### src/prm_defines.svh
`ifndef PRM_DEFINES_SVH
`define PRM_DEFINES_SVH

// ********************************************************
// timing
// ********************************************************
`define PRM_CLK_PERIOD_NS 32'h0000_0008
`define PRM_SEC_NS        32'h3B9A_CA00
`define PRM_SEC_CYCLES    (`PRM_SEC_NS / `PRM_CLK_PERIOD_NS)
`define PRM_MSG_SEC       2'h2

// ********************************************************
// sample window limits and reset values
// ********************************************************
`define PRM_WIN_MIN       5'h02
`define PRM_WIN_MAX       5'h18
`define PRM_WIN_RST       5'h02
`define PRM_KFAC_RST      16'h0001
`define PRM_SIG_RST       4'h0
`define PRM_WT_RST        7'h00
`define PRM_CODE_RST      16'h1000
`define PRM_LOCKT_RST     7'h00

// ********************************************************
// key codes and menu items
// ********************************************************
`define PRM_KEY_DIGIT_MAX 4'h9
`define PRM_KEY_START     4'hA
`define PRM_KEY_STOP      4'hB
`define PRM_ITEM_PRESET   4'h0
`define PRM_ITEM_PREWARN  4'h1

`endif

### src/prm_pkg.sv
package prm_pkg;

  // ********************************************************
  // types
  // ********************************************************
  // rate computation sequence
  typedef enum logic [1:0] {ST_IDLE, ST_RAW, ST_AVG, ST_TRUNC} prm_state_e;

  // front panel message
  typedef enum logic [2:0] {
    MSG_NONE, MSG_RUN_ARMED_MSG, MSG_SECURITY, MSG_LOCK_ON, MSG_LOCK_OFF
  } prm_msg_e;

  // stored setup
  typedef struct packed {
    logic [15:0] kfac;   // rate scale factor
    logic [4:0]  win;    // sample window, seconds
    logic [3:0]  sig;    // significant_digit_count, 0 shows all
    logic [6:0]  wt;     // averaging weight
    logic [15:0] code;   // lockout code, four bcd digits
    logic [6:0]  lockt;  // inactivity_lock_time, seconds
  } prm_cfg_s;

  // ********************************************************
  // decimal helpers
  // ********************************************************
  // power of ten, 0..9
  function automatic logic [31:0] pow10(input logic [3:0] n);
    case (n)
      4'h0:    pow10 = 32'h0000_0001;
      4'h1:    pow10 = 32'h0000_000A;
      4'h2:    pow10 = 32'h0000_0064;
      4'h3:    pow10 = 32'h0000_03E8;
      4'h4:    pow10 = 32'h0000_2710;
      4'h5:    pow10 = 32'h0001_86A0;
      4'h6:    pow10 = 32'h000F_4240;
      4'h7:    pow10 = 32'h0098_9680;
      4'h8:    pow10 = 32'h05F5_E100;
      default: pow10 = 32'h3B9A_CA00;
    endcase
  endfunction

  // count of decimal digits of a value, at least one
  function automatic logic [3:0] ndig(input logic [31:0] v);
    logic [3:0] n;
    n = 4'h1;
    for (int i = 1; i < 10; i++) begin
      if (v >= pow10(4'(i))) begin
        n = n + 4'h1;
      end
    end
    return n;
  endfunction

  // digits to drop so that only sig digits remain
  function automatic logic [3:0] drop_exp(input logic [31:0] v, input logic [3:0] sig);
    logic [3:0] n;
    n = ndig(v);
    if ((sig == 4'h0) || (n <= sig)) begin
      return 4'h0;
    end
    return n - sig;
  endfunction

endpackage

### src/prm_divider.sv
`timescale 1ns/1ps

// restoring divider, one quotient bit per cycle
module prm_divider (
  // clock and reset
  input  wire logic        clk,
  input  wire logic        rst,
  // request
  input  wire logic        start,
  input  wire logic [31:0] num,
  input  wire logic [31:0] den,
  // answer
  output logic             done,
  output logic [31:0]      quo
);

  // ********************************************************
  // state
  // ********************************************************
  logic [31:0] q_ff;     // dividend shifting out, quotient in
  logic [31:0] rem_ff;   // partial remainder
  logic [31:0] den_ff;   // latched divisor
  logic [5:0]  cnt_ff;   // steps left
  logic        done_ff;  // one cycle after last step

  // trial subtraction; remainder stays below divisor so 33 bits suffice
  wire  [32:0] shifted = {rem_ff, q_ff[31]};
  wire         fits    = shifted >= {1'b0, den_ff};
  wire  [32:0] diff    = shifted - {1'b0, den_ff};

  // sequencing; a start while busy restarts, the caller never does so
  always_ff @(posedge clk) begin
    if (rst) begin
      q_ff    <= 32'h0000_0000;
      rem_ff  <= 32'h0000_0000;
      den_ff  <= 32'h0000_0001;
      cnt_ff  <= 6'h00;
      done_ff <= 1'b0;
    end else if (start) begin
      q_ff    <= num;
      rem_ff  <= 32'h0000_0000;
      den_ff  <= den;
      cnt_ff  <= 6'h20;
      done_ff <= 1'b0;
    end else begin
      done_ff <= cnt_ff == 6'h01;
      if (cnt_ff != 6'h00) begin
        q_ff   <= {q_ff[30:0], fits};
        rem_ff <= fits ? diff[31:0] : shifted[31:0];
        cnt_ff <= cnt_ff - 6'h01;
      end
    end
  end

  assign done = done_ff;
  assign quo  = q_ff;

endmodule

### src/prm_keypad.sv
`timescale 1ns/1ps

// matches the last four digits keyed against the lockout code
module prm_keypad (
  // clock and reset
  input  wire logic        clk,
  input  wire logic        rst,
  // key stream
  input  wire logic        digit_valid,
  input  wire logic [3:0]  digit,
  input  wire logic        clear,
  // stored code, bcd
  input  wire logic [15:0] code,
  // one cycle after the fourth matching digit
  output logic             match
);

  // ********************************************************
  // state
  // ********************************************************
  logic [15:0] buf_ff;    // last digits, newest low
  logic [2:0]  cnt_ff;    // digits held, saturates at four
  logic        match_ff;  // match pulse

  wire  [15:0] nxt_buf = {buf_ff[11:0], digit};
  wire         hit     = digit_valid && (cnt_ff >= 3'h3) && (nxt_buf == code);

  // shift digits; a hit empties the buffer so the same digits cannot toggle twice
  always_ff @(posedge clk) begin
    if (rst || clear) begin
      buf_ff   <= 16'h0000;
      cnt_ff   <= 3'h0;
      match_ff <= 1'b0;
    end else begin
      match_ff <= hit;
      if (hit) begin
        buf_ff <= 16'h0000;
        cnt_ff <= 3'h0;
      end else if (digit_valid) begin
        buf_ff <= nxt_buf;
        cnt_ff <= (cnt_ff == 3'h4) ? 3'h4 : cnt_ff + 3'h1;
      end
    end
  end

  assign match = match_ff;

endmodule

### src/prm_monitor.sv
`timescale 1ns/1ps
`include "prm_defines.svh"

module prm_monitor
  import prm_pkg::*;
#(
  parameter int unsigned SEC_CYCLES = `PRM_SEC_CYCLES
) (
  // clock and reset
  input  wire logic        CORE_CLK,
  input  wire logic        RST,
  // flow input and options
  input  wire logic        PULSE_IN,
  input  wire logic        LIN16_OPT,
  // setup writes
  input  wire logic        CFG_K_WE,
  input  wire logic [15:0] CFG_K_VAL,
  input  wire logic        CFG_WIN_WE,
  input  wire logic [4:0]  CFG_WIN_VAL,
  input  wire logic        CFG_SIG_WE,
  input  wire logic [3:0]  CFG_SIG_VAL,
  input  wire logic        CFG_WT_WE,
  input  wire logic [6:0]  CFG_WT_VAL,
  input  wire logic        CFG_LOCK_WE,
  input  wire logic [15:0] CFG_CODE_VAL,
  input  wire logic [6:0]  CFG_LOCKT_VAL,
  // keypad and mode
  input  wire logic        KEY_VALID,
  input  wire logic [3:0]  KEY_CODE,
  input  wire logic        RUN_MODE,
  // menu access query
  input  wire logic [3:0]  MENU_ITEM,
  output logic             MENU_VIEW_OK,
  output logic             MENU_EDIT_OK,
  // rate display
  output logic [31:0]      RATE_OUT,
  output logic             RATE_UPD,
  // status
  output prm_msg_e         MSG_OUT,
  output logic             SEC_LOCKED,
  output logic             MENU_LOCKED,
  output logic             ARMED
);

  // ********************************************************
  // registers
  // ********************************************************
  prm_cfg_s    cfg_ff;        // stored setup
  logic [31:0] sec_cnt_ff;    // one second divider
  logic [15:0] pcnt_ff;       // pulses in current sample
  logic [4:0]  el_ff;         // seconds in current sample
  logic [15:0] s_cnt_ff;      // latched pulse count
  logic [4:0]  s_el_ff;       // latched sample time
  logic [31:0] raw_ff;        // raw rate sample
  logic [31:0] avg_ff;        // smoothed rate
  logic [31:0] rate_ff;       // truncated display value
  logic        upd_ff;        // display refreshed
  logic        go_ff;         // divider start
  prm_state_e  st_ff;         // computation step
  logic        armed_ff;      // run_armed_msg
  logic        sec_ff;        // security locked
  logic        menu_ff;       // menu lockout
  logic [6:0]  gap_ff;        // seconds since last pulse
  prm_msg_e    msg_ff;        // shown message
  logic [1:0]  msg_cnt_ff;    // seconds left for brief message
  logic        div_done;      // divider answer ready
  logic [31:0] div_quo;       // divider quotient
  logic        code_match;    // lockout code keyed

  // ********************************************************
  // decoding
  // ********************************************************
  wire         tick      = sec_cnt_ff == (SEC_CYCLES - 32'h0000_0001);
  wire  [4:0]  nxt_el    = el_ff + 5'h01;
  // sample is due when pulses came in or the window ran out
  wire         due       = tick && ((pcnt_ff != 16'h0000) || (nxt_el >= cfg_ff.win));
  wire         win_ok    = (CFG_WIN_VAL >= `PRM_WIN_MIN) && (CFG_WIN_VAL <= `PRM_WIN_MAX);
  wire         cfg_open  = !sec_ff && !menu_ff;
  wire         key_digit = KEY_VALID && (KEY_CODE <= `PRM_KEY_DIGIT_MAX);
  wire         key_start = KEY_VALID && (KEY_CODE == `PRM_KEY_START) && !sec_ff;
  wire         key_stop  = KEY_VALID && (KEY_CODE == `PRM_KEY_STOP) && !sec_ff;
  wire         key_other = KEY_VALID && !key_digit && !sec_ff;
  wire         feed      = key_digit && (sec_ff || RUN_MODE);
  wire         sec_rel   = code_match && sec_ff;
  wire         menu_tog  = code_match && !sec_ff && RUN_MODE;
  wire         timing    = armed_ff && !sec_ff && (cfg_ff.lockt != 7'h00);
  wire  [6:0]  nxt_gap   = gap_ff + 7'h01;
  wire         gap_hit   = timing && tick && !PULSE_IN && (nxt_gap >= cfg_ff.lockt);
  wire  [15:0] kfac_eff  = LIN16_OPT ? 16'h0001 : cfg_ff.kfac;
  wire  [31:0] wt32      = {25'h000_0000, cfg_ff.wt};
  wire  [3:0]  drop      = drop_exp(avg_ff, cfg_ff.sig);
  wire         is_pre    = MENU_ITEM == `PRM_ITEM_PRESET;
  wire         is_warn   = MENU_ITEM == `PRM_ITEM_PREWARN;

  // ********************************************************
  // divider operand select
  // ********************************************************
  logic [31:0] div_num;
  logic [31:0] div_den;
  assign div_num = (st_ff == ST_RAW) ? s_cnt_ff * kfac_eff :
                   (st_ff == ST_AVG) ? 32'(avg_ff * wt32) + raw_ff : avg_ff;
  assign div_den = (st_ff == ST_RAW) ? {27'h000_0000, s_el_ff} :
                   (st_ff == ST_AVG) ? wt32 + 32'h0000_0001 : pow10(drop);

  prm_divider u_div (
    .clk   (CORE_CLK),
    .rst   (RST),
    .start (go_ff),
    .num   (div_num),
    .den   (div_den),
    .done  (div_done),
    .quo   (div_quo)
  );

  prm_keypad u_key (
    .clk         (CORE_CLK),
    .rst         (RST),
    .digit_valid (feed),
    .digit       (KEY_CODE),
    .clear       (key_other),
    .code        (cfg_ff.code),
    .match       (code_match)
  );

  // ********************************************************
  // setup storage
  // ********************************************************
  // writes are blocked under any lock; menu lockout leaves none of these open
  always_ff @(posedge CORE_CLK) begin
    if (RST) begin
      cfg_ff <= '{kfac: `PRM_KFAC_RST, win: `PRM_WIN_RST, sig: `PRM_SIG_RST,
                  wt: `PRM_WT_RST, code: `PRM_CODE_RST, lockt: `PRM_LOCKT_RST};
    end else if (cfg_open) begin
      if (CFG_K_WE && !LIN16_OPT) begin
        cfg_ff.kfac <= CFG_K_VAL;
      end
      if (CFG_WIN_WE && win_ok) begin
        cfg_ff.win <= CFG_WIN_VAL;
      end
      if (CFG_SIG_WE) begin
        cfg_ff.sig <= CFG_SIG_VAL;
      end
      if (CFG_WT_WE) begin
        cfg_ff.wt <= CFG_WT_VAL;
      end
      if (CFG_LOCK_WE) begin
        cfg_ff.code  <= CFG_CODE_VAL;
        cfg_ff.lockt <= CFG_LOCKT_VAL;
      end
    end
  end

  // ********************************************************
  // second divider and pulse accumulation
  // ********************************************************
  // a pulse in the capture cycle opens the next sample, it is never lost
  always_ff @(posedge CORE_CLK) begin
    if (RST) begin
      sec_cnt_ff <= 32'h0000_0000;
      pcnt_ff    <= 16'h0000;
      el_ff      <= 5'h00;
    end else begin
      sec_cnt_ff <= tick ? 32'h0000_0000 : sec_cnt_ff + 32'h0000_0001;
      if (due && (st_ff == ST_IDLE)) begin
        pcnt_ff <= {15'h0000, PULSE_IN};
        el_ff   <= 5'h00;
      end else begin
        if (PULSE_IN && (pcnt_ff != 16'hFFFF)) begin
          pcnt_ff <= pcnt_ff + 16'h0001;
        end
        if (tick && (el_ff != 5'h1F)) begin
          el_ff <= nxt_el;
        end
      end
    end
  end

  // ********************************************************
  // rate computation sequence
  // ********************************************************
  // three divisions take about a hundred cycles, far below one second
  always_ff @(posedge CORE_CLK) begin
    if (RST) begin
      st_ff    <= ST_IDLE;
      go_ff    <= 1'b0;
      upd_ff   <= 1'b0;
      s_cnt_ff <= 16'h0000;
      s_el_ff  <= 5'h01;
      raw_ff   <= 32'h0000_0000;
      avg_ff   <= 32'h0000_0000;
      rate_ff  <= 32'h0000_0000;
    end else begin
      go_ff  <= 1'b0;
      upd_ff <= 1'b0;
      case (st_ff)
        ST_IDLE: begin
          if (due) begin
            s_cnt_ff <= pcnt_ff;
            s_el_ff  <= nxt_el;
            go_ff    <= 1'b1;
            st_ff    <= ST_RAW;
          end
        end
        ST_RAW: begin
          if (div_done) begin
            raw_ff <= div_quo;
            go_ff  <= 1'b1;
            st_ff  <= ST_AVG;
          end
        end
        ST_AVG: begin
          if (div_done) begin
            avg_ff <= div_quo;
            go_ff  <= 1'b1;
            st_ff  <= ST_TRUNC;
          end
        end
        ST_TRUNC: begin
          if (div_done) begin
            rate_ff <= 32'(div_quo * div_den);
            upd_ff  <= 1'b1;
            st_ff   <= ST_IDLE;
          end
        end
        default: begin
          st_ff <= ST_IDLE;
        end
      endcase
    end
  end

  // ********************************************************
  // inactivity timing and locks
  // ********************************************************
  always_ff @(posedge CORE_CLK) begin
    if (RST) begin
      armed_ff <= 1'b0;
      sec_ff   <= 1'b0;
      menu_ff  <= 1'b0;
      gap_ff   <= 7'h00;
    end else if (sec_rel) begin
      sec_ff  <= 1'b0;
      menu_ff <= 1'b0;
      gap_ff  <= 7'h00;
    end else begin
      if (key_start) begin
        armed_ff <= 1'b1;
      end else if (key_stop) begin
        armed_ff <= 1'b0;
      end
      if (menu_tog) begin
        menu_ff <= !menu_ff;
      end
      if (timing && PULSE_IN) begin
        gap_ff <= 7'h00;
      end else if (gap_hit) begin
        sec_ff   <= 1'b1;
        armed_ff <= 1'b0;
        gap_ff   <= 7'h00;
      end else if (timing && tick) begin
        gap_ff <= nxt_gap;
      end
    end
  end

  // ********************************************************
  // messages
  // ********************************************************
  // brief messages last two second ticks; security stays until released
  always_ff @(posedge CORE_CLK) begin
    if (RST) begin
      msg_ff     <= MSG_NONE;
      msg_cnt_ff <= 2'h0;
    end else if (gap_hit) begin
      msg_ff <= MSG_SECURITY;
    end else if (sec_rel) begin
      msg_ff <= MSG_NONE;
    end else if (!sec_ff && (key_start || menu_tog)) begin
      msg_ff     <= key_start ? MSG_RUN_ARMED_MSG : (menu_ff ? MSG_LOCK_OFF : MSG_LOCK_ON);
      msg_cnt_ff <= `PRM_MSG_SEC;
    end else if (!sec_ff && tick) begin
      msg_cnt_ff <= (msg_cnt_ff == 2'h0) ? 2'h0 : msg_cnt_ff - 2'h1;
      if (msg_cnt_ff <= 2'h1) begin
        msg_ff <= MSG_NONE;
      end
    end
  end

  // ********************************************************
  // outputs
  // ********************************************************
  // preset edit, prewarn view
  assign MENU_VIEW_OK = !sec_ff && (!menu_ff || is_pre || is_warn);
  assign MENU_EDIT_OK = !sec_ff && (!menu_ff || is_pre);
  assign RATE_OUT     = rate_ff;
  assign RATE_UPD     = upd_ff;
  assign MSG_OUT      = msg_ff;
  assign SEC_LOCKED   = sec_ff;
  assign MENU_LOCKED  = menu_ff;
  assign ARMED        = armed_ff;
endmodule

### config.mk
export PLATFORM = sky130hd
export DESIGN_NAME = prm_monitor
export DESIGN_NICKNAME = d
export VERILOG_FILES = /design/src/prm_pkg.sv /design/src/prm_divider.sv /design/src/prm_keypad.sv /design/src/prm_monitor.sv
export VERILOG_INCLUDE_DIRS = /design/src
export SDC_FILE = /design/constraint.sdc
export NUM_CORES = 2
export LEC_CHECK = 0
export BUFFER_PORTS_ARGS = -buffer_cell sky130_fd_sc_hd__clkbuf_2
export CORE_UTILIZATION = 55
export CTS_CLUSTER_SIZE = 30
export DETAILED_ROUTE_END_ITERATION = 10
export PLACE_DENSITY = 0.8
export SETUP_SLACK_MARGIN = 0.05
export SYNTH_ARGS = -nofsm -noshare
export SYNTH_HDL_FRONTEND = slang
export SYNTH_SLANG_ARGS = --single-unit
### constraint.sdc
create_clock -name CORE_CLK -period 32.5 [get_ports CORE_CLK]
set_input_delay 1.625 -clock CORE_CLK [delete_from_list [all_inputs] [get_ports CORE_CLK]]
set_output_delay 1.625 -clock CORE_CLK [all_outputs]
set_load 0.01 [all_outputs]
After elaboration in Yosys (flattened, before gate mapping)
Memories as Yosys holds them, arrays and structs flattened.
Index checks and enable logic that the tools add are counted.
- register bits after elaboration: 363
- input port bits: 74
- bits in latches: 0
- logic and storage cells: 221
- RAM bits: 0
- memories kept: 1
- bits in read-only memories: 480
- memories (name ; words ; bits a word ; rd ports ; clocked after memory_dff ; wr ports ; line ; text):
    (no name shown) ; 16 ; 30 ; 1 ; 0 ; 0 ; prm_pkg.sv:29 ; case (n)
- mux-type cells: 47
- shift-type cells: 0
- magnitude comparators: 18
- div/mod/pow operators: 0
- eq/ne operators: 16
- reduce and logical (&&, ||, !) cells: 79
- bitwise operators: 4
- add/sub/neg operators: 19
- multipliers: 3
- operators with widths (kind ; number):
    32-bit 2-to-1 mux ; 7
    4-bit 2-to-1 mux ; 10
    33-bit by 32-bit >= comparator with 1-bit output ; 1
    32-bit by 1-bit adder with 32-bit output (second input constant) ; 1
    32-bit adder ; 1
    4-bit by 1-bit adder with 4-bit output (second input constant) ; 8
    32-bit by 27-bit equality test with 1-bit output (second input constant) ; 1
    32-bit by 10-bit >= comparator with 1-bit output (second input constant) ; 1
    32-bit by 14-bit >= comparator with 1-bit output (second input constant) ; 1
    32-bit by 17-bit >= comparator with 1-bit output (second input constant) ; 1
    32-bit by 20-bit >= comparator with 1-bit output (second input constant) ; 1
    32-bit by 24-bit >= comparator with 1-bit output (second input constant) ; 1
    32-bit by 27-bit >= comparator with 1-bit output (second input constant) ; 1
    32-bit by 30-bit >= comparator with 1-bit output (second input constant) ; 1
    32-bit by 4-bit >= comparator with 1-bit output (second input constant) ; 1
    32-bit by 7-bit >= comparator with 1-bit output (second input constant) ; 1
    16-bit by 16-bit multiplier with 32-bit output ; 1
    32-bit by 32-bit multiplier with 32-bit output ; 1
    32-bit by 7-bit multiplier with 32-bit output ; 1
    32-bit subtractor ; 1
    1-bit logical AND ; 31
    2-bit AND reduction ; 12
    2-bit 2-to-1 mux ; 10
    3-bit 2-to-1 mux ; 6
    other kinds (47) ; 85

Depth between registers and ports, before layout
An unclocked memory read counts as a cell.
- word-level depth: 26
- mapped depth: 64

By module
A second synthesis with hierarchy kept.
- cells, all modules: 5921
- area, all modules: 49341.1 µm²
- modules (own cells, without submodules) (module ; seq. area each (µm²) ; area an instance (µm²) ; times used ; cells an instance):
    prm_monitor ; 4884.7 ; 42376.9 ; 1 ; 5029
    prm_divider ; 2062.0 ; 5990.7 ; 1 ; 791
    prm_keypad ; 320.3 ; 973.4 ; 1 ; 101

Least setup slack after synthesis
No wires, ideal clock.
- path type: register to register
- from: register avg_ff[27]
- to: register rate_ff[30], in the netlist RATE_OUT[30]
- setup time: 0.070 ns
- cell stages (with the launch flop): 61
- required time: 32.430 ns
- data arrival time: 14.519 ns
- path buffers: 4
- path slack: 17.910 ns
- path through: dfxtp_1 buf_6 or4_4 nor4_4 nand3_2 or4_2 or3_1 inv_1 fa_1 or3_4 and2_1 buf_6 ha_1 xor2_1 nand2_1 o21a_1 ha_1 mux2i_1 [... 25 more ...] fa_1 fa_1 fa_1 inv_1 fa_1 inv_1 ha_1 a21o_1 a21o_1 a21o_1 a21oi_1 o211ai_1 a311oi_1 o31ai_1 a31oi_1 xnor2_1 nand2_1 a21oi_1
- word-level cells in the longest chain between the ends: 26
- elaborated cells on any way between the ends: 35
- those cells by class: add/sub (9); mul (1); order compare (10); mux (13); reduce/logical (1); memory (1)
- ends and longest elaborated chain (item ; line ; text):
    start, declared ; prm_monitor.sv:55 ; logic [31:0] avg_ff;
    start signal, assigned ; prm_monitor.sv:213 ; avg_ff <= div_quo;
    32-bit by 4-bit >= comparator with 1-bit output ; prm_pkg.sv:48 ; if (v >= pow10(4'(i))) begin
    2-bit 2-to-1 mux ; prm_pkg.sv:48 ;
    4-bit by 1-bit adder with 4-bit output ; prm_pkg.sv:49 ; n = n + 4'h1;
    4-bit 2-to-1 mux ; prm_pkg.sv:48 ;
    4-bit by 1-bit adder with 4-bit output ; prm_pkg.sv:49 ;
    4-bit 2-to-1 mux ; prm_pkg.sv:48 ;
    4-bit by 1-bit adder with 4-bit output ; prm_pkg.sv:49 ;
    4-bit 2-to-1 mux ; prm_pkg.sv:48 ;
    [... 10 more ...] ; -- ;
    4-bit <= comparator ; prm_pkg.sv:59 ; if ((sig == 4'h0) || (n <= sig)) begin
    1-bit logical OR ; prm_pkg.sv:59 ;
    1-bit 2-to-1 mux ; prm_pkg.sv:59 ;
    4-bit 2-to-1 mux (*) ; prm_pkg.sv:62 ; return n - sig;
    memory 16 x 30 bit (*) ; -- ;
    32-bit 2-to-1 mux (*) ; prm_monitor.sv:103 ; (st_ff == ST_AVG) ? wt32 + 32'h0000_0001 : pow10(drop);
    32-bit 2-to-1 mux (*) ; prm_monitor.sv:102 ; assign div_den = (st_ff == ST_RAW) ? {27'h000_0000, s_el_ff} :
    32-bit by 32-bit multiplier with 32-bit output (*) ; prm_monitor.sv:220 ; rate_ff <= 32'(div_quo * div_den);
    end signal, assigned ; prm_monitor.sv:220 ;
    end, declared ; prm_monitor.sv:56 ; logic [31:0] rate_ff;
Mark *: on every way between the ends. The rest lies on a longest branch, timed or not.
A chain may end at the register's enable or synchronous reset.

Worst setup path after layout
Ends and elaborated chain as after synthesis.

==> run metrics <==
Max Fclk=0.0607 GHz; Final Hold Fails=0; Routed WL per cell=19.1 µm; post_cts resized=0; CP Data Arrival Time=around 17000 ps; GRT overflow=0; core area=approximately 0.088 mm²; Clock Tree Buf Depth=3; DRT Pass-1 Iters=6; Pwr per Cell Area=roughly 30 mW/mm²; worst reg2reg startpoint=avg_ff[27]; #FFs+latches synth=about 350; crit share post-route=about half; layout cell share with drive strength beyond 1=between 5 and 6%; fin util=approximately three fifths; first-pass GRT wire length=roughly 220000 µm; max_cap viols=0; crit path max fanout=24; Hold Crit Class=flop to flop; Post-CTS Setup Repair Bufs=0; setup ws final=roughly 16000 ps; Slew HR=4.65%; root buf cell=clkbuf_16; Hold Buf Count CTS=0; worst skew pair latency=approximately 600 ps; Rows=about 110; worst hold endpoint=cfg_ff[48]; total CTS buffers=between 40 and 50; critical path capture point type=flop; via density per instance=5.74; most frequent cells in the layout=957 x inv_1, 931 x nand2_1, 767 x fa_1, 447 x and2_1, 353 x dfxtp_1; dominant synthesized flop cell=dfxtp_1; DIE WIDTH=between 300 and 400 µm; # IOs=~120; Place WS=~16000 ps; clock slew at reported path FFs=roughly 60 ps; Detail Placement HPWL=about 100000 µm; largest net degree at the start of global routing=95; Yosys warning total=0; RR Endpoint=RATE_OUT[30]; min-delay src=cfg_ff[48]; IO buf count=approximately 110; DRC=0; Pwr Total=0.00156 W; DR vias=a little over 40000; Register-to-Register Path Depth=56; TritonCTS Sinks=between 300 and 400; Layout Skew=about 17 ps; Mapped Cells=5884; most used cell, CP=fa_1; CTS tree=built; Syn Nets=between 7000 and 8000; Final min period=between 15000 and 20000 ps; total negative slack=0 ps; number of synthesized flops with an enable pin=0; ys async rst share=0%; status=complete, no violations; critical path class=flop to flop; biggest cell delay along the critical path=about 1000 ps; leading cell type in the layout, fill and taps excluded=inv_1; die area=0.0903 mm²; Crit path required time=between 30000 and 40000 ps; Tot GR Track Use=between 30% and 40%; CTS H-tree lvls=2; crit start category=flop; cell area after synthesis=0.0490 mm²; Peak VDD IR=roughly 0.000042 V; die height=between 300 and 400 µm; synthesized area per cell=between 8 and 9 µm²; max-slew violations=0; Setup violations, final=0; routability congestion estimate=around 0.95; Post-DRT Antenna Nets=0; worst slew pin tran=1420 ps; initial antenna violation count=2; RSZ-0062 raised after global routing=no; sequential share of the synthesized area=between 10 and 15%; Hold Path Stages=2; post-synth cell types=93; vias in the first global route=between 40000 and 50000; initial core utilization=about 55%; Layout area overhead=6.16%; leakage power total=25.0 nW; DRT Wirelength=~130000 µm; Slowest-stage cell, CP=nor3_1; Layout Nets=roughly 7000; R2R Setup Slk=roughly 16000 ps; initial DRC count=between 3000 and 4000
## cell type report
cell class,count,area [µm²]
Multi-Input combinational cell,4258,37200
Fill cell,7631,36300
Sequential cell,354,7090
Inverter,959,3600
Tap cell,1165,1460
Clock buffer,57,1240
Timing Repair Buffer,198,1210
Clock inverter,20,235
Antenna cell,1,2.50
## layer usage
layer / vias to the layer above / global-route usage (%) / wire length, µm / share of wire [%]
li1: 18200 / - / - / -
met1: 19700 / 40.7 / 54000 / 40
met2: 1961 / 46.9 / 59900 / 45
met3: 402 / 7.50 / 14300 / 11
met4: 4 / 12.0 / 5900 / 4.4
met5: - / 0 / 28 / 0.021
## critical path, delay by kind of cell, from the launching register on
kind | cells | cell delay [ps]
buffers and inverters | 7 | 790
XOR/XNOR | 4 | 890
flip-flops | 1 | 390
AND/OR/NAND/NOR | 16 | 5460
AO/OA/AOI/OAI | 15 | 2750
adder cells (fa/ha/maj) | 14 | 6120
## cell usage after synthesis (all sizes together) (6+ instances only)
library cell | instances | share of area [%]
inv | 958 | 7.3
nand2 | 933 | 7.1
fa | 767 | 31
and2 | 453 | 5.8
dfxtp | 354 | 14
ha | 344 | 8.8
a21oi | 329 | 3.4
nor2 | 314 | 2.4
clkbuf | 293 | 2.2
xnor2 | 140 | 2.5
o21ai | 116 | 1.2
xor2 | 90 | 1.6
nand3 | 75 | 0.78
mux2i | 70 | 1.4
a21o | 69 | 1.1
nor3 | 62 | 0.64
a211oi | 57 | 0.87
and3 | 43 | 0.55
nor2b | 35 | 0.45
a31oi | 31 | 0.40
o21a | 24 | 0.37
nand4 | 23 | 0.29
nor4 | 23 | 0.32
o21bai | 23 | 0.35
or3 | 21 | 0.28
buf | 20 | 0.21
nand2b | 20 | 0.26
or2 | 18 | 0.23
o31ai | 13 | 0.20
o211ai | 12 | 0.18
and4 | 9 | 0.16
nand3b | 9 | 0.14
nor3b | 9 | 0.14
or4 | 9 | 0.15
a211o | 8 | 0.14
a2111oi | 7 | 0.14
a311oi | 7 | 0.13
o22ai | 7 | 0.10
xnor3 | 7 | 0.32
mux2 | 6 | 0.16
nor4b | 6 | 0.11
## cell families (layout without fill, tap and decap cells)
| group | Yosys count | after routing | share of synthesized area, % |
|---|---|---|---|
| buffers and inverters | 1272 | 1234 | 9.80 |
| AOI/OAI and AO/OA | 764 | 764 | 9.61 |
| xor gates and xnor gates | 237 | 237 | 4.47 |
| adders and majority gates | 1111 | 1111 | 40.1 |
| and+or+nand+nor | 2070 | 2070 | 20.0 |
| muxes | 76 | 76 | 1.59 |
| DFF | 354 | 354 | 14.5 |
| other | 0 | 1 | 0 |
## power by group
part           internal [W]  switching, W
clock network      0.000295      0.000209
registers          0.000462     0.0000223
logic              0.000199      0.000371
## stage by stage
stage                     cell area (µm²)  hold WS (ps)  cells
final                               52000           449   7012
after global routing                52000           464   7011
after CTS                           52000           449   7011
after detailed placement            50600           442   6934
after global placement              50600           438   6934
after floorplan                     49000           430   5884
## worst max-delay path by stage
stage	start	slack, ps	cells after the start	to
finish	avg_ff[27]	16010	56	RATE_OUT[30]
global route	avg_ff[27]	15080	56	RATE_OUT[30]
CTS	avg_ff[27]	16170	56	RATE_OUT[30]
detailed placement	avg_ff[27]	16270	56	RATE_OUT[30]
global placement	avg_ff[27]	16820	56	RATE_OUT[30]
floorplan	avg_ff[27]	17910	60	RATE_OUT[30]
## flip-flops by register name (all words and copies together), names as in the netlist, 16 cells and up
| signal | cells |
|---|---|
| RATE_OUT | 32 |
| avg_ff | 32 |
| cfg_ff | 55 |
| pcnt_ff | 16 |
| raw_ff | 32 |
| s_cnt_ff | 16 |
| sec_cnt_ff | 32 |
| u_div.den_ff | 23 |
| u_div.quo | 32 |
| u_div.rem_ff | 32 |
Power figures use the tool's default switching activity.
